$ cat src/hw/evr_map.svh
// Register map, generator codes and user classes of the event routing matrix.
// Assumes inclusion by bare name from the design files.
`ifndef EVR_MAP_SVH
`define EVR_MAP_SVH

// Register indexes; byte address is four times the index
`define EVR_CH_IDX 6'h10
`define EVR_USER_IDX 6'h20
`define EVR_USER_SPAN 6'h18
`define EVR_SEL_RST 8'h00

// Geometry
`define EVR_NUM_CH 8
`define EVR_NUM_USER 24
`define EVR_NUM_PORT_CH 6

// Generator codes
`define EVR_GEN_OFF 8'h00
`define EVR_GEN_DEBUG 8'h01
`define EVR_GEN_RTC_OVERFLOW_EVENT 8'h06
`define EVR_GEN_RTC_CMP 8'h07
`define EVR_GEN_TAP_LO 8'h08
`define EVR_GEN_TAP_HI 8'h0b
`define EVR_GEN_LUT_LO 8'h10
`define EVR_GEN_LUT_HI 8'h13
`define EVR_GEN_AC 8'h20
`define EVR_GEN_ADC 8'h24
`define EVR_GEN_PORT0_LO 8'h40
`define EVR_GEN_PORT0_HI 8'h47
`define EVR_GEN_PORT1_LO 8'h48
`define EVR_GEN_PORT1_HI 8'h4f
`define EVR_GEN_USART_LO 8'h60
`define EVR_GEN_USART_HI 8'h67
`define EVR_GEN_SPI 8'h68
`define EVR_GEN_TCA_OVF 8'h80
`define EVR_GEN_TCA_HUNF 8'h81
`define EVR_GEN_TCA_CMP_LO 8'h84
`define EVR_GEN_TCA_CMP_HI 8'h86
`define EVR_GEN_TCB_LO 8'ha0
`define EVR_GEN_TCB_HI 8'hae

// The only channel that takes debug and overflow events
`define EVR_CH_SOLE 1

// User classes by identifier
`define EVR_USER_ASYNC_LAST 14
`define EVR_USER_SYNC_FIRST 15
`define EVR_USER_BOTH_FIRST 20

`endif

$ cat src/hw/evr_pkg.sv
// Types shared by the event routing matrix and its surroundings.
// Assumes nothing beyond a SystemVerilog compiler.
package evr_pkg;

	// Event generator outputs, all one bit per source
	typedef struct packed {
		logic debug_evt;
		logic rtc_overflow_event;
		logic rtc_cmp;
		logic [7:0] rtc_tap;
		logic [3:0] lut_out;
		logic ac_out;
		logic adc_resrdy;
		logic [5:0][7:0] port_pin;
		logic [7:0] usart_xck;
		logic spi_sck;
		logic tca_ovf;
		logic tca_hunf;
		logic [2:0] tca_cmp;
		logic [7:0] tcb_capt;
	} evr_gen_t;

	// Routed event of one generator select
	typedef struct packed {
		logic is_async;
		logic evt;
	} evr_route_t;

endpackage

$ cat src/hw/evr_matrix.sv
// Event channel routing matrix: generator select per channel, channel select per user.
// Assumes an AHB-Lite master on hclk and generators that hold events for at least
// one hclk period on the synchronous path.
//
// Operation
// - eight channel generator registers, reset zero
// - zero select keeps channel off
// - generators limited per channel
// - tap codes follow channel parity
// - pin, serial clock, capture code decoding
// - twenty-four user registers, reset zero
// - many users may share one channel
// - user index equals user identifier
// - zero disconnects, n picks channel n-1
// - user subchannel class by identifier
// - async and sync subchannels per channel
//
// Implementation choice: the AHB-Lite slave port.
`timescale 1ns/100ps
`default_nettype none
`include "evr_map.svh"

module evr_matrix #(
	parameter int ADDR_W = 32
) (
	// Clock and reset
	input wire logic hclk,
	input wire logic hresetn,
	// AHB-Lite slave
	input wire logic hsel,
	input wire logic [ADDR_W-1:0] haddr,
	input wire logic [1:0] htrans,
	input wire logic hwrite,
	input wire logic [2:0] hsize,
	input wire logic [31:0] hwdata,
	input wire logic hready,
	output logic hreadyout,
	output logic hresp,
	output logic [31:0] hrdata,
	// Event generators
	input wire evr_pkg::evr_gen_t gen_i,
	// Channel subchannels
	output logic [`EVR_NUM_CH-1:0] ch_async_o,
	output logic [`EVR_NUM_CH-1:0] ch_sync_o,
	// Event users
	output logic [`EVR_NUM_USER-1:0] user_async_o,
	output logic [`EVR_NUM_USER-1:0] user_sync_o
);
	import evr_pkg::*;

	// Decode needs the bits above the register window
	if (ADDR_W < 9) begin : g_bad_addr_w
		$error("ADDR_W must be at least 9");
	end

	logic [7:0] ch_sel_q [`EVR_NUM_CH];
	logic [7:0] user_sel_q [`EVR_NUM_USER];
	logic wr_q;
	logic [5:0] widx_q;
	logic [31:0] hrdata_q;
	logic [`EVR_NUM_CH-1:0] ch_async_q;
	logic [`EVR_NUM_CH-1:0] ch_sync_q;
	logic [`EVR_NUM_CH-1:0] sync1_q;
	logic [`EVR_NUM_CH-1:0] sync2_q;
	logic [`EVR_NUM_USER-1:0] user_async_q;
	logic [`EVR_NUM_USER-1:0] user_sync_q;
	evr_route_t route_w [`EVR_NUM_CH];
	logic [`EVR_NUM_CH-1:0] ch_async_d;
	logic [`EVR_NUM_CH-1:0] ch_sync_d;

	// Bus decode
	wire accept = hsel && htrans[1] && hready;
	wire [5:0] aidx = haddr[7:2];
	wire upper_zero = (haddr[ADDR_W-1:8] == '0);
	wire hit_ch = upper_zero && (aidx[5:3] == 3'(`EVR_CH_IDX >> 3));
	wire [5:0] uoff = aidx - `EVR_USER_IDX;
	wire hit_user = upper_zero && (aidx >= `EVR_USER_IDX) && (uoff < `EVR_USER_SPAN);
	wire [7:0] rd_reg = hit_ch ? ch_sel_q[aidx[2:0]] :
		hit_user ? user_sel_q[uoff[4:0]] : 8'h00;
	// Pending write to the same register is forwarded, else a back-to-back read is stale
	wire fwd = wr_q && upper_zero && (widx_q == aidx);
	wire [7:0] rd_byte = fwd ? hwdata[7:0] : rd_reg;

	always_ff @(posedge hclk or negedge hresetn) begin
		if (!hresetn) begin
			wr_q <= 1'b0;
			widx_q <= 6'h00;
			hrdata_q <= 32'h0000_0000;
		end else begin
			wr_q <= accept && hwrite && (hit_ch || hit_user);
			widx_q <= aidx;
			if (accept && !hwrite) begin
				hrdata_q <= {24'h00_0000, rd_byte};
			end
		end
	end

	assign hreadyout = 1'b1;
	assign hresp = 1'b0;
	assign hrdata = hrdata_q;

	// Route one generator code onto channel ch
	function automatic evr_route_t evr_route(input logic [7:0] code, input int ch,
		input evr_gen_t g);
		evr_route_t r;
		logic [2:0] tix;
		logic [2:0] pidx;
		logic port_ok;
		r.evt = 1'b0;
		r.is_async = 1'b1;
		tix = {ch[0], code[1:0]};
		port_ok = (ch < `EVR_NUM_PORT_CH);
		pidx = port_ok ? {ch[2:1], 1'b0} : 3'h0;
		case (code) inside
			`EVR_GEN_DEBUG: begin
				r.evt = (ch == `EVR_CH_SOLE) && g.debug_evt;
				r.is_async = 1'b0;
			end
			`EVR_GEN_RTC_OVERFLOW_EVENT: begin
				r.evt = (ch == `EVR_CH_SOLE) && g.rtc_overflow_event;
			end
			`EVR_GEN_RTC_CMP: begin
				r.evt = g.rtc_cmp;
			end
			[`EVR_GEN_TAP_LO:`EVR_GEN_TAP_HI]: begin
				r.evt = g.rtc_tap[tix];
			end
			[`EVR_GEN_LUT_LO:`EVR_GEN_LUT_HI]: begin
				r.evt = g.lut_out[code[1:0]];
			end
			`EVR_GEN_AC: begin
				r.evt = g.ac_out;
			end
			`EVR_GEN_ADC: begin
				r.evt = g.adc_resrdy;
				r.is_async = 1'b0;
			end
			[`EVR_GEN_PORT0_LO:`EVR_GEN_PORT0_HI]: begin
				r.evt = port_ok && g.port_pin[pidx][code[2:0]];
			end
			[`EVR_GEN_PORT1_LO:`EVR_GEN_PORT1_HI]: begin
				r.evt = port_ok && g.port_pin[pidx + 3'h1][code[2:0]];
			end
			[`EVR_GEN_USART_LO:`EVR_GEN_USART_HI]: begin
				r.evt = g.usart_xck[code[2:0]];
				r.is_async = 1'b0;
			end
			`EVR_GEN_SPI: begin
				r.evt = g.spi_sck;
				r.is_async = 1'b0;
			end
			`EVR_GEN_TCA_OVF: begin
				r.evt = g.tca_ovf;
				r.is_async = 1'b0;
			end
			`EVR_GEN_TCA_HUNF: begin
				r.evt = g.tca_hunf;
				r.is_async = 1'b0;
			end
			[`EVR_GEN_TCA_CMP_LO:`EVR_GEN_TCA_CMP_HI]: begin
				r.evt = g.tca_cmp[code[1:0]];
				r.is_async = 1'b0;
			end
			[`EVR_GEN_TCB_LO:`EVR_GEN_TCB_HI]: begin
				r.evt = !code[0] && g.tcb_capt[code[3:1]];
				r.is_async = 1'b0;
			end
			default: begin
				r.evt = 1'b0;
			end
		endcase
		return r;
	endfunction

	genvar n;
	generate
		for (n = 0; n < `EVR_NUM_CH; n++) begin : g_ch
			wire wen = wr_q && (widx_q == `EVR_CH_IDX + 6'(n));
			always_ff @(posedge hclk or negedge hresetn) begin
				if (!hresetn) begin
					ch_sel_q[n] <= `EVR_SEL_RST;
				end else if (wen) begin
					ch_sel_q[n] <= hwdata[7:0];
				end
			end
			assign route_w[n] = evr_route(ch_sel_q[n], n, gen_i);
			assign ch_async_d[n] = route_w[n].evt;
			assign ch_sync_d[n] = route_w[n].is_async ? sync2_q[n] : route_w[n].evt;
			always_ff @(posedge hclk or negedge hresetn) begin
				if (!hresetn) begin
					ch_async_q[n] <= 1'b0;
					ch_sync_q[n] <= 1'b0;
					sync1_q[n] <= 1'b0;
					sync2_q[n] <= 1'b0;
				end else begin
					ch_async_q[n] <= ch_async_d[n];
					ch_sync_q[n] <= ch_sync_d[n];
					sync1_q[n] <= route_w[n].evt;
					sync2_q[n] <= sync1_q[n];
				end
			end
		end
	endgenerate

	assign ch_async_o = ch_async_q;
	assign ch_sync_o = ch_sync_q;

	genvar u;
	generate
		for (u = 0; u < `EVR_NUM_USER; u++) begin : g_user
			localparam bit TAKES_ASYNC = (u <= `EVR_USER_ASYNC_LAST) ||
				(u >= `EVR_USER_BOTH_FIRST);
			localparam bit TAKES_SYNC = (u >= `EVR_USER_SYNC_FIRST);
			wire wen = wr_q && (widx_q == `EVR_USER_IDX + 6'(u));
			wire [7:0] usel = user_sel_q[u];
			// zero off, n is channel n-1
			wire linked = (usel != 8'h00) && (usel <= 8'(`EVR_NUM_CH));
			wire [2:0] cidx = 3'(usel - 8'h01);
			always_ff @(posedge hclk or negedge hresetn) begin
				if (!hresetn) begin
					user_sel_q[u] <= `EVR_SEL_RST;
				end else if (wen) begin
					user_sel_q[u] <= hwdata[7:0];
				end
			end
			// shared channel fan-out and subchannel by class
			always_ff @(posedge hclk or negedge hresetn) begin
				if (!hresetn) begin
					user_async_q[u] <= 1'b0;
					user_sync_q[u] <= 1'b0;
				end else begin
					user_async_q[u] <= TAKES_ASYNC && linked && ch_async_d[cidx];
					user_sync_q[u] <= TAKES_SYNC && linked && ch_sync_d[cidx];
				end
			end
		end
	endgenerate

	assign user_async_o = user_async_q;
	assign user_sync_o = user_sync_q;
endmodule
`default_nettype wire

$ cat config.mk
export PLATFORM = sky130hd
export DESIGN_NAME = evr_matrix
export DESIGN_NICKNAME = d
export VERILOG_FILES = /design/src/hw/evr_pkg.sv /design/src/hw/evr_matrix.sv
export VERILOG_INCLUDE_DIRS = /design/src /design/src/hw
export SDC_FILE = /design/constraint.sdc
export NUM_CORES = 1
export LEC_CHECK = 0
export ABC_CLOCK_PERIOD_IN_PS = 3850
export BUFFER_PORTS_ARGS = -buffer_cell sky130_fd_sc_hd__buf_2
export CORE_MARGIN = 3
export CORE_UTILIZATION = 41
export CTS_BUF_LIST = sky130_fd_sc_hd__clkbuf_4 sky130_fd_sc_hd__clkbuf_8 sky130_fd_sc_hd__clkbuf_16
export DETAILED_ROUTE_END_ITERATION = 16
export PLACE_DENSITY_LB_ADDON = 0.05
export SLEW_MARGIN = 30
export SYNTH_ARGS = -nofsm -noshare
export SYNTH_HDL_FRONTEND = slang
export SYNTH_SLANG_ARGS = --single-unit
$ cat constraint.sdc
create_clock -name hclk -period 3.85 [get_ports hclk]
set_input_delay 0.9625 -clock hclk [delete_from_list [all_inputs] [get_ports hclk]]
set_output_delay 0.9625 -clock hclk [all_outputs]
set_load 0.1 [all_outputs]
# Yosys cells after proc, flatten, opt, wreduce, memory -nomap -nowiden
# Index checks and enable logic that the tools add are counted.
word_totals:
  elab_cells: 1018
  input_bits: 161
  ff_bits: 323
  output_inout_bits: 98
classes:
  order_cmp: 196
  n_eq_ne: 98
  addsub: 25
  reduce_logical: 193
  bitwise: 2
  muxes: 417
op_table:
  columns: ["operator", "n"]
  rows:
  - ["two-way mux 1 bit", 328]
  - ["<= comparator 8 x 4 -> 1 bit, second input constant", 32]
  - ["greater-or-equal comparator 8 x 7 -> 1 bit, second input constant", 24]
  - ["<= comparator 8 x 7 -> 1 bit, second input constant", 24]
  - ["nonzero test 8 bit", 24]
  - ["less-than comparator 3 x 4 -> 1 bit, second input constant", 44]
  - ["binary-select mux 1 bit (select 3 bit)", 56]
  - ["logical AND 1 bit", 158]
  - ["== test 6 bit, second input constant", 24]
  - ["== test 8 x 3 -> 1 bit, second input constant", 16]
  - ["== test 8 x 6 -> 1 bit, second input constant", 16]
  - ["== test 8 bit, second input constant", 16]
  - ["greater-or-equal comparator 8 bit, second input constant", 16]
  - ["<= comparator 8 bit, second input constant", 16]
  - ["subtractor 3 x 1 -> 3 bit, second input constant", 24]
  - ["== test 8 x 1 -> 1 bit, second input constant", 8]
  - ["== test 8 x 7 -> 1 bit, second input constant", 8]
  - ["greater-or-equal comparator 8 x 4 -> 1 bit, second input constant", 8]
  - ["greater-or-equal comparator 8 x 5 -> 1 bit, second input constant", 8]
  - ["<= comparator 8 x 5 -> 1 bit, second input constant", 8]
  - ["two-way mux 8 bit", 7]
  - ["binary-select mux 1 bit (select 2 bit)", 24]
  - ["== test 6 x 5 -> 1 bit, second input constant", 8]
  - ["binary-select mux 8 bit (select 5 bit)", 1]
  - ["14 further kinds", 33]

# Depth between registers and ports, before layout
# Gate-level depths: netlist of run 1.
logic_depth:
  word_depth: 22
  depth_mapped: 12

# Worst setup path after synthesis of run 1
# Ideal clock, no wire load.
synth_path:
  path_kind: "in2reg"
  from: "input haddr[2]"
  to: "register hrdata_q[6], in the netlist hrdata[6]"
  cell_stages: 8
  arrival_ns: 3.103
  slack_ns: 0.611
  setup_time_ns: 0.136
  n_path_buf: 3
  path_cell_list: "buf_2 buf_2 buf_2 xnor2_1 nand4_1 nor4_2 mux2i_1 o21ai_0"
synth_between:
  elab_chain_cells: 8
synth_rtl:
  columns: ["element", "line", "source"]
  rows:
  - ["from (decl)", "evr_matrix.sv:31", "input wire logic [ADDR_W-1:0] haddr,"]
  - ["subtractor 6 bit (no source line)", null, null]
  - ["NOT 5 -> 6 bit (implied by the code)", "evr_matrix.sv:79", "hit_user ? user_sel_q[uoff[4:0]] : 8'h00;"]
  - ["binary-select mux 8 bit (select 5 bit)", "evr_matrix.sv:79", null]
  - ["two-way mux 8 bit (implied by the code) (2 in series)", "evr_matrix.sv:79", null]
  - ["two-way mux 8 bit", "evr_matrix.sv:79", null]
  - ["two-way mux 8 bit", "evr_matrix.sv:78", "wire [7:0] rd_reg = hit_ch ? ch_sel_q[aidx[2:0]] :"]
  - ["two-way mux 8 bit (*)", "evr_matrix.sv:82", "wire [7:0] rd_byte = fwd ? hwdata[7:0] : rd_reg;"]
  - ["to (signal assigned)", "evr_matrix.sv:93", "hrdata_q <= {24'h00_0000, rd_byte};"]
  - ["to (decl)", "evr_matrix.sv:60", "logic [31:0] hrdata_q;"]
# Every way passes the cells marked *; elsewhere a longest branch is shown, timed or not. The select of a mux whose other input is x is not followed.
# A chain may end at the register's enable or synchronous reset.

# Worst setup path after layout of run 1
layout_path:
  from: "register ch_sel_q[40] in the netlist's numbering"
  to: "register user_async_q[8], in the netlist user_async_o[8]"
layout_between:
  elab_chain_cells: 20
layout_rtl:
  columns: ["element", "line", "source"]
  rows:
  - ["from (decl)", "evr_matrix.sv:56", "logic [7:0] ch_sel_q [`EVR_NUM_CH];"]
  - ["from (signal, indexed assignment)", "evr_matrix.sv:181", "ch_sel_q[n] <= `EVR_SEL_RST;"]
  - ["from (signal, indexed assignment)", "evr_matrix.sv:183", "ch_sel_q[n] <= hwdata[7:0];"]
  - ["greater-or-equal comparator 8 bit (implied by the code) (tied with other cells)", "evr_matrix.sv:186", "assign route_w[n] = evr_route(ch_sel_q[n], n, gen_i);"]
  - ["logical AND 1 bit, on equally long branches", "evr_matrix.sv:186, evr_matrix.sv:165", null]
  - ["two-way mux 1 bit (14 in series)", "evr_matrix.sv:114", "case (code) inside"]
  - ["two-way mux 1 bit (*)", "evr_matrix.sv:114", null]
  - ["binary-select mux 1 bit (select 3 bit) (*)", "evr_matrix.sv:232", "user_async_q[u] <= TAKES_ASYNC && linked && ch_async_d[cidx];"]
  - ["two-way mux 1 bit (implied by the code) (*)", "evr_matrix.sv:232", null]
  - ["logical AND 1 bit (*)", "evr_matrix.sv:232", null]
  - ["to (signal, indexed assignment)", "evr_matrix.sv:232", null]
  - ["to (decl)", "evr_matrix.sv:65", "logic [`EVR_NUM_USER-1:0] user_async_q;"]
# Marks and branches as above.

==> results.sh, run 1 <==
export IMPL_status="finished, final reports clean"
export IMPL_initial_core_util_pct=42.0
export IMPL_synth_top_area_cell="dfrtp_1"
export IMPL_cp_startpoint="ch_sel_q[40]$_DFFE_PN0P_"
export IMPL_reg2reg_depth=11
export IMPL_endpoint_kind="flip-flop"
export IMPL_finalPower_mw=9.51
export IMPL_drv_cap=0
export IMPL_synth_cell_types=87
export IMPL_drive_gt1_share_pct=35.3
export IMPL_p_clk_share_pct=40.8
export IMPL_clk_path_buf_depth=3
export IMPL_finalCriticalPeriod_ps=3640
export IMPL_worst_pin_slew_ps=931
export IMPL_synth_area_per_cell_um2=11.0
export IMPL_synth_edf_count=0
export IMPL_yosys_warnings=0
export IMPL_arrival_ps=4070
export IMPL_slew_headroom_pct=37.7
export IMPL_power_frac_seq_pct=39.2
export IMPL_grt_start_max_net_pins=108
export IMPL_drv_slew=0
export IMPL_synth_top_area_share_pct=35.3
export IMPL_crit_type="flip-flop to flip-flop"
export IMPL_switching_share_pct=30.9
export IMPL_finalHoldViolations=0
export IMPL_ant_nets=0
export IMPL_dr_pass1_iters=7
export IMPL_max_clock_freq_mhz=275
export IMPL_yosysMostFrequentCell="dfrtp_1"
export IMPL_holdWs_ps=316
export IMPL_placementRows=85
export IMPL_overflow=0
export IMPL_peakVddDrop_mv=0.329
export IMPL_routed_wl_um=80500
export IMPL_ys_top_cells_by_count="323 x dfrtp_1, 258 x mux2_2, 159 x mux4_2, 125 x nand2_1, 106 x clkbuf_1"
export IMPL_cts_resized=0
export IMPL_area_growth_synth_to_final_pct=14.7
export IMPL_worstPathMaxFanout=14
export IMPL_cts_buffers=41
export IMPL_grt_usage_pct=27.1
export IMPL_route_vias_total=18600
export IMPL_ys_top_cells_by_area="dfrtp_1 35%, mux4_2 16%, mux2_2 13%, mux2i_1 2.5%, ha_1 2.2%"
export IMPL_antenna_found_initial=2
export IMPL_core_area_um2=54500
export IMPL_io_pins=259
export IMPL_switchingPower_mw=2.94
export IMPL_ys_ff_latch=323
export IMPL_start_kind="flip-flop"
export IMPL_p_int_mw=6.57
export IMPL_cp_required_ps=4280
export IMPL_clock_sinks=323
export IMPL_dp_hpwl_um=58500
export IMPL_die_area_um2=58600
export IMPL_async_flop_share_pct=100
export IMPL_htree_levels=2
export IMPL_cts_tree="built"
export IMPL_drc_errors=0
export IMPL_fin_crit_sh_pct=94.5
export IMPL_fp_dieH_um=242
export IMPL_combPwrFrac_pct=20.0
export IMPL_ys_flop_type="dfrtp_1"
export IMPL_grt_pass1_wl_um=121000
export IMPL_setup_tns_ps=0
export IMPL_hold_buffers=0
export IMPL_grt_pass1_vias=18600
export IMPL_rrSetupSlack_ps=210
export IMPL_clock_skew_final_ps=32.2
export IMPL_finalNetCount=2443
export IMPL_drt_iter0_drc=1555
export IMPL_r2r_start="ch_sel_q[40]$_DFFE_PN0P_"
export IMPL_cts_setup_buffers=0
export IMPL_dieWidth_um=242
export IMPL_power_density_nw_per_um2=363
export IMPL_setup_viol=0
export IMPL_vias_per_cell=6.17
export IMPL_synthesis_area_um2=22900
export IMPL_clock_latency_ps=570
export IMPL_clockRootBuffer="clkbuf_16"
export IMPL_port_buffers=182
export IMPL_hold_path_class="primary input to async pin"
export IMPL_rsz0062_at_grt="no"
export IMPL_leakage_nw=10.9
export IMPL_seq_area_frac_synth_pct=35.3
export IMPL_clkSlewWorstSetupHoldPaths_ps=60
export IMPL_post_drt_wl_per_cell_um=26.7
export IMPL_place_congestion=0.948
export IMPL_synthCells=2078
[metrics by stage]
step | utilization, % | area, um2 | setup WS [ps] | std cells
6_report | 48.2 | 26200 | 212 | 3013
5_1_grt | 48.2 | 26200 | 89.9 | 3011
4_1_cts | 48.1 | 26200 | 286 | 3010
3_5_place_dp | 45.6 | 24800 | -30.9 | 2937
3_3_place_gp | 45.6 | 24800 | 8.04 | 2937
2_1_floorplan | - | 23000 | 611 | 2122
[per-layer routing]
metal	vias to the layer above	wire (um)	global-route usage, %
li1	8172	-	-
met1	9649	34800	37.0
met2	641	39000	45.3
met3	122	4420	3.43
met4	4	2250	7.78
met5	-	28	0
[worst max-delay path, cell delays in order, from the launching register on]
cell	delay [ps]
dfrtp_1	680
buf_4	300
mux4_2	550
or3_1	320
nand3_1	90
a221oi_1	60
nor2_2	620
buf_4	230
inv_2	180
a21o_1	220
o32ai_1	100
o22ai_1	140
[cell usage in the layout, fill, tap and decap left out, drive strengths merged, types with 48 or more instances in the layout]
| cell type | instances |
|---|---|
| o21ai | 64 |
| nor2 | 92 |
| mux2 | 258 |
| buf | 277 |
| dfrtp | 323 |
| a21oi | 48 |
| nand2 | 125 |
| clkbuf | 62 |
| inv | 98 |
| mux2i | 57 |
| mux4 | 159 |
[cell families (layout without fill, tap and decap cells)]
logic type | count (synthesis) | count (layout) | share of synthesized area, %
muxes | 474 | 474 | 30.9
xor gates and xnor gates | 51 | 51 | 1.95
other | 2 | 48 | 0.0328
DFF | 323 | 323 | 35.3
buffers and inverters | 297 | 447 | 5.95
and+or+nand+nor | 536 | 536 | 12.8
AOI/OAI and AO/OA | 355 | 355 | 10.9
adders and majority gates | 40 | 40 | 2.19
[worst paths after layout]
kind / end
setup reg to reg: user_async_o[8]$_DFF_PN0_
min in group hclk: sync2_q[3]$_DFF_PN0_
max in group asynchronous: g_user[22].usel[3]$_DFFE_PN0P_
setup / recovery: user_async_o[8]$_DFF_PN0_
hold reg to reg: sync2_q[3]$_DFF_PN0_
hold / removal: sync2_q[3]$_DFF_PN0_
[layout make-up]
cell class,instances,area (um2)
Fill cell,5063,28200
Multi-Input combinational cell,1502,13600
Sequential cell,323,8080
Timing Repair Buffer,277,1870
Clock buffer,62,1260
Tap cell,739,925
Inverter,97,364
Clock inverter,11,119
Antenna cell,2,5.00
[sequential cells by signal, indices dropped and copies added (netlist names)]
name	cells
wr_q	1
ch_sel_q	64
sync2_q	8
user_async_o	19
g_user.usel	192
hrdata	8
ch_sync_o	8
user_sync_o	9
widx_q	6
sync1_q	8
[power groups by stage]
stage	clock network (mW)	registers (mW)	logic, mW
6_report	3.88	3.73	1.91
5_1_grt	4.12	3.75	2.01
4_1_cts	3.97	3.73	1.90
3_5_place_dp	0	3.79	1.89
3_3_place_gp	0	3.78	1.87
2_1_floorplan	0	3.82	1.18
(Power assumes the default switching activity.)
==> run 2: changes to the inputs <==
--- a/config.mk
+++ b/config.mk
@@ -6,7 +6,7 @@
 export SDC_FILE = /design/constraint.sdc
 export NUM_CORES = 1
 export LEC_CHECK = 0
-export ABC_CLOCK_PERIOD_IN_PS = 3850
+export ABC_CLOCK_PERIOD_IN_PS = 2900
 export BUFFER_PORTS_ARGS = -buffer_cell sky130_fd_sc_hd__buf_2
 export CORE_MARGIN = 3
 export CORE_UTILIZATION = 41
==> constraint.sdc (replaced) <==
create_clock -name hclk -period 2.9 [get_ports hclk]
set_input_delay 0.725 -clock hclk [delete_from_list [all_inputs] [get_ports hclk]]
set_output_delay 0.725 -clock hclk [all_outputs]
set_load 0.1 [all_outputs]
==> results.sh, run 2 (synthesized netlist as in run 1, its figures left out) <==
export IMPL_status="finished, violations left"
export IMPL_violations="setup timing"
export IMPL_top_register="g_user.usel"
export IMPL_fin_crit_sh_pct=103
export IMPL_leakage_nw=12.2
export IMPL_worstPathMaxFanout=6
export IMPL_max_clock_freq_mhz=335
export IMPL_cts_buffers=40
export IMPL_clkSlewWorstSetupHoldPaths_ps=60
export IMPL_slowest_stage="mux4_2"
export IMPL_crit_path_max_incr_delay_ps=530
export IMPL_setup_viol=21
export IMPL_drc_errors=0
export IMPL_hold_path_class="primary input to async pin"
export IMPL_vias_per_cell=6.04
export IMPL_clockRootBuffer="clkbuf_16"
export IMPL_htree_levels=2
export IMPL_holdWs_ps=131
export IMPL_drt_iter0_drc=1471
export IMPL_endpoint_kind="flip-flop"
export IMPL_place_congestion=0.925
export IMPL_worst_pin_slew_ps=792
export IMPL_cp_required_ps=3280
export IMPL_power_density_nw_per_um2=449
export IMPL_drv_slew=0
export IMPL_cts_tree="built"
export IMPL_finalNetCount=2650
export IMPL_placementRows=85
export IMPL_initial_core_util_pct=42.0
export IMPL_antenna_found_initial=4
export IMPL_die_area_um2=58600
export IMPL_final_common_cell="dfrtp_1"
export IMPL_grt_pass1_wl_um=127000
export IMPL_core_area_um2=54500
export IMPL_final_cell_mix="317 x dfrtp_1, 257 x mux2_2, 256 x buf_4"
export IMPL_fin_ws_ps=-84.3
export IMPL_area_growth_synth_to_final_pct=25.1
export IMPL_rsz0062_at_grt="yes"
export IMPL_cp_cell_sequence="mux4_2 > mux2_4 > and3_4 > a211o_1 > buf_6 > a221oi_4 > buf_12 > a21o_1 > a21oi_1 > a211oi_2 > a311oi_2"
export IMPL_finish_utilization_pct=52.6
export IMPL_ant_nets=0
export IMPL_grt_pass1_vias=19800
export IMPL_start_kind="flip-flop"
export IMPL_port_buffers=182
export IMPL_io_pins=259
export IMPL_clock_sinks=323
export IMPL_grt_start_max_net_pins=61
export IMPL_grt_usage_pct=28.5
export IMPL_overflow=0
export IMPL_arrival_ps=3360
export IMPL_post_drt_wl_per_cell_um=26.3
export IMPL_route_vias_total=19500
export IMPL_layout_cells_non_filler=3220
export IMPL_finalCriticalPeriod_ps=2980
export IMPL_slew_headroom_pct=46.7
export IMPL_dr_pass1_iters=5
export IMPL_drv_cap=0
export IMPL_peakVddDrop_mv=0.349
export IMPL_dieWidth_um=242
export IMPL_clock_skew_final_ps=27.2
export IMPL_largest_reg_flops=192
export IMPL_routed_wl_um=84600
export IMPL_dp_hpwl_um=63200
export IMPL_crit_type="flip-flop to flip-flop"
export IMPL_clk_path_buf_depth=3
export IMPL_clock_latency_ps=560
export IMPL_finalHoldViolations=0
export IMPL_drive_gt1_share_pct=43.5
export IMPL_fp_dieH_um=242
export IMPL_dp_cells=3141
## run 2: cell count changes in the layout (fill, tap and decap cells not counted), moves of 7 or more
cell / previous run / this run
a311oi_1: 24 / 13
buf_4: 78 / 256
a211oi_1: 28 / 21
o31ai_1: 15 / 5
o32ai_1: 10 / 3
buf_12: 17 / 44
## run 2: power by group
group          total (mW)  switching [mW]  internal, mW
Clock                5.04            2.02          3.02
Combinational        2.93            1.79          1.15
Sequential           4.88           0.190          4.69
## run 2: area by class of cell
class                      count  area, um2
antenna                        3       7.51
clock buffer                  57       1180
clock inverter                14        151
fill                        4949      25800
inverter                      97        364
multi-input combinational   1503      14100
sequential                   323       8090
tap                          739        925
timing repair buffer         484       3750
## run 2: layer usage
layer  GRT usage (%)  part of all wire [%]
met1            38.5                    43
met2            47.5                    48
met3            4.21                   6.1
met4            8.61                   3.2
met5               0                 0.017
## run 2: worst paths after layout
check,from,to,slack [ps],cells after the start
max,ch_sel_q[2]$_DFFE_PN0P_,user_sync_o[20]$_DFF_PN0_,-80,11
min,hresetn,ch_sel_q[32]$_DFFE_PN0P_,130,1
max reg2reg,ch_sel_q[2]$_DFFE_PN0P_,user_sync_o[20]$_DFF_PN0_,-80,11
min reg2reg,sync1_q[5]$_DFF_PN0_,sync2_q[5]$_DFF_PN0_,360,0
max in group asynchronous,hresetn,g_user[4].usel[6]$_DFFE_PN0P_,1930,2
min in group hclk,haddr[7],widx_q[5]$_DFF_PN0_,330,1
## run 2: repair_timing
action | 4_1_cts | 5_1_grt
endpoints found under the setup margin | 28 | 28
gates cloned | 1 | 0
buffers inserted | 2 | 3
resized for setup | 45 | 55
hold buffers | 0 | 0
pin swaps | 19 | 32
## run 2: critical path, delay by kind of cell, from the launching register on
family / cells / cell delay, ps
simple gates: 1 / 180
flops: 1 / 460
buf+inv: 2 / 310
mux: 2 / 850
compound gates: 6 / 980
## run 2: metrics by stage
step           setup slack, ps  TNS [ps]  power, mW  area (um2)
3_3_place_gp              -515    -12860       7.77       26700
6_report                 -84.3      -768       12.9       28600
2_1_floorplan            -23.2     -70.9       6.65       23100
5_1_grt                   -179     -2760       13.3       28600
4_1_cts                  -51.1      -248       12.9       28300
3_5_place_dp              -569    -13560       7.81       26700
==> run 3: changes to the inputs <==
--- a/config.mk
+++ b/config.mk
@@ -6,7 +6,7 @@
 export SDC_FILE = /design/constraint.sdc
 export NUM_CORES = 1
 export LEC_CHECK = 0
-export ABC_CLOCK_PERIOD_IN_PS = 2900
+export ABC_CLOCK_PERIOD_IN_PS = 2500
 export BUFFER_PORTS_ARGS = -buffer_cell sky130_fd_sc_hd__buf_2
 export CORE_MARGIN = 3
 export CORE_UTILIZATION = 41
==> constraint.sdc (replaced) <==
create_clock -name hclk -period 2.5 [get_ports hclk]
set_input_delay 0.625 -clock hclk [delete_from_list [all_inputs] [get_ports hclk]]
set_output_delay 0.625 -clock hclk [all_outputs]
set_load 0.1 [all_outputs]
==> results.sh, run 3 (synthesized netlist as in run 1, its figures left out) <==
export IMPL_status="finished, violations left"
export IMPL_violations="setup timing"
export IMPL_grt_start_max_net_pins=68
export IMPL_power_density_nw_per_um2=500
export IMPL_clock_skew_final_ps=26.6
export IMPL_dieWidth_um=242
export IMPL_final_common_cell="buf_4"
export IMPL_overflow=0
export IMPL_crit_type="flip-flop to flip-flop"
export IMPL_drt_iter0_drc=1559
export IMPL_cts_tree="built"
export IMPL_grt_usage_pct=29.4
export IMPL_fin_crit_sh_pct=120
export IMPL_hold_path_class="primary input to flip-flop"
export IMPL_peakVddDrop_mv=0.483
export IMPL_clock_latency_ps=580
export IMPL_place_congestion=0.943
export IMPL_clock_sinks=323
export IMPL_setup_viol=33
export IMPL_multi_input_area_um2=14300
export IMPL_drive_gt1_share_pct=47.3
export IMPL_regArea_um2=8100
export IMPL_worstPathMaxFanout=5
export IMPL_die_area_um2=58600
export IMPL_fp_dieH_um=242
export IMPL_grt_pass1_vias=20400
export IMPL_drc_errors=0
export IMPL_cp_required_ps=2940
export IMPL_post_drt_wl_per_cell_um=26.1
export IMPL_leakage_nw=12.8
export IMPL_final_cell_mix="381 x buf_4, 311 x dfrtp_1, 255 x mux2_2"
export IMPL_start_kind="flip-flop"
export IMPL_rsz0062_at_grt="yes"
export IMPL_clockRootBuffer="clkbuf_16"
export IMPL_drv_cap=0
export IMPL_grt_pass1_wl_um=131000
export IMPL_port_buffers=182
export IMPL_top_register="g_user.usel"
export IMPL_dp_hpwl_um=66300
export IMPL_arrival_ps=3450
export IMPL_largest_reg_flops=192
export IMPL_finalNetCount=2787
export IMPL_endpoint_kind="flip-flop"
export IMPL_clkSlewWorstSetupHoldPaths_ps=70
export IMPL_finalCriticalPeriod_ps=3010
export IMPL_route_vias_total=20100
export IMPL_ant_nets=0
export IMPL_placementRows=85
export IMPL_cts_buffers=40
export IMPL_slew_headroom_pct=35.2
export IMPL_vias_per_cell=6.00
export IMPL_io_pins=259
export IMPL_max_clock_freq_mhz=332
export IMPL_worst_pin_slew_ps=964
export IMPL_initial_core_util_pct=42.0
export IMPL_antenna_found_initial=2
export IMPL_dr_pass1_iters=5
export IMPL_finalHoldViolations=0
export IMPL_finalPower_mw=14.9
export IMPL_holdWs_ps=249
export IMPL_core_area_um2=54500
export IMPL_fin_ws_ps=-511
export IMPL_area_growth_synth_to_final_pct=30.1
export IMPL_nFillCells=4842
export IMPL_drv_slew=0
export IMPL_pre_cts_slack_ps=-735
export IMPL_routed_wl_um=87600
export IMPL_htree_levels=2
export IMPL_clk_path_buf_depth=3
==> run 3: report_power, final <==
| part | leakage (nW) | internal, mW | switching [mW] |
|---|---|---|---|
| Combinational | 8.26 | 1.46 | 2.15 |
| Clock | 0.627 | 3.25 | 2.34 |
| Sequential | 3.93 | 5.44 | 0.218 |
| Total | 12.8 | 10.2 | 4.71 |
==> run 3: critical path, cell delays in order (launching register included) <==
cell and delay (ps):
dfrtp_2 480, mux4_2 520, mux2_4 330, and3_4 190, a211o_1 290, a211oi_4 260
buf_4 170, nor2_4 80, buf_6 170, o31ai_1 280, o32ai_2 110
==> run 3: stage by stage <==
step	utilization, %	instances	cell area, um2	setup TNS (ps)
6_report	54.6	3353	29700	-12880
5_1_grt	54.6	3350	29700	-15010
4_1_cts	53.9	3343	29300	-11270
3_5_place_dp	50.7	3264	27600	-25820
3_3_place_gp	50.7	3264	27600	-26880
2_1_floorplan	-	2122	23200	-5470
==> run 3: path summary, 6_finish.rpt <==
check                                             start                         end  slack [ps]  cells after the start
min in group asynchronous                       hresetn    ch_sel_q[34]$_DFFE_PN0P_         530                      2
worst min-delay path                           haddr[7]         widx_q[5]$_DFF_PN0_         250                      1
worst min register to register     sync1_q[2]$_DFF_PN0_        sync2_q[2]$_DFF_PN0_         370                      0
worst max register to register  ch_sel_q[2]$_DFFE_PN0P_  user_async_o[21]$_DFF_PN0_        -510                     10
max in group asynchronous                       hresetn       hrdata[7]$_DFFE_PN0P_        1180                      4
worst max-delay path            ch_sel_q[2]$_DFFE_PN0P_  user_async_o[21]$_DFF_PN0_        -510                     10
==> run 3: final cells by class <==
| class | count | area share (%) |
|---|---|---|
| Tap cell | 739 | 3.11 |
| Clock buffer | 57 | 3.92 |
| Timing Repair Buffer | 621 | 16.2 |
| Inverter | 97 | 1.25 |
| Antenna cell | 3 | 0.0252 |
| Multi-Input combinational cell | 1503 | 48.0 |
| Clock inverter | 10 | 0.294 |
| Sequential cell | 323 | 27.2 |
==> run 3: what timing repair did <==
item / CTS / global route
endpoints found under the setup margin: 42 / 44
setup buffers: 8 / 8
pin swaps: 18 / 36
gates resized for setup: 79 / 70
hold endpoints to repair: 22 / 0
gates cloned: 3 / 0
hold buffers: 1 / 0
==> run 3: routing by layer <==
layer	up-vias	track usage [%]	share of wire [%]
met4	0	10.1	4.0
met5	-	0	0
li1	8849	-	-
met2	757	48.8	48
met3	176	4.86	6.6
met1	10300	39.1	42
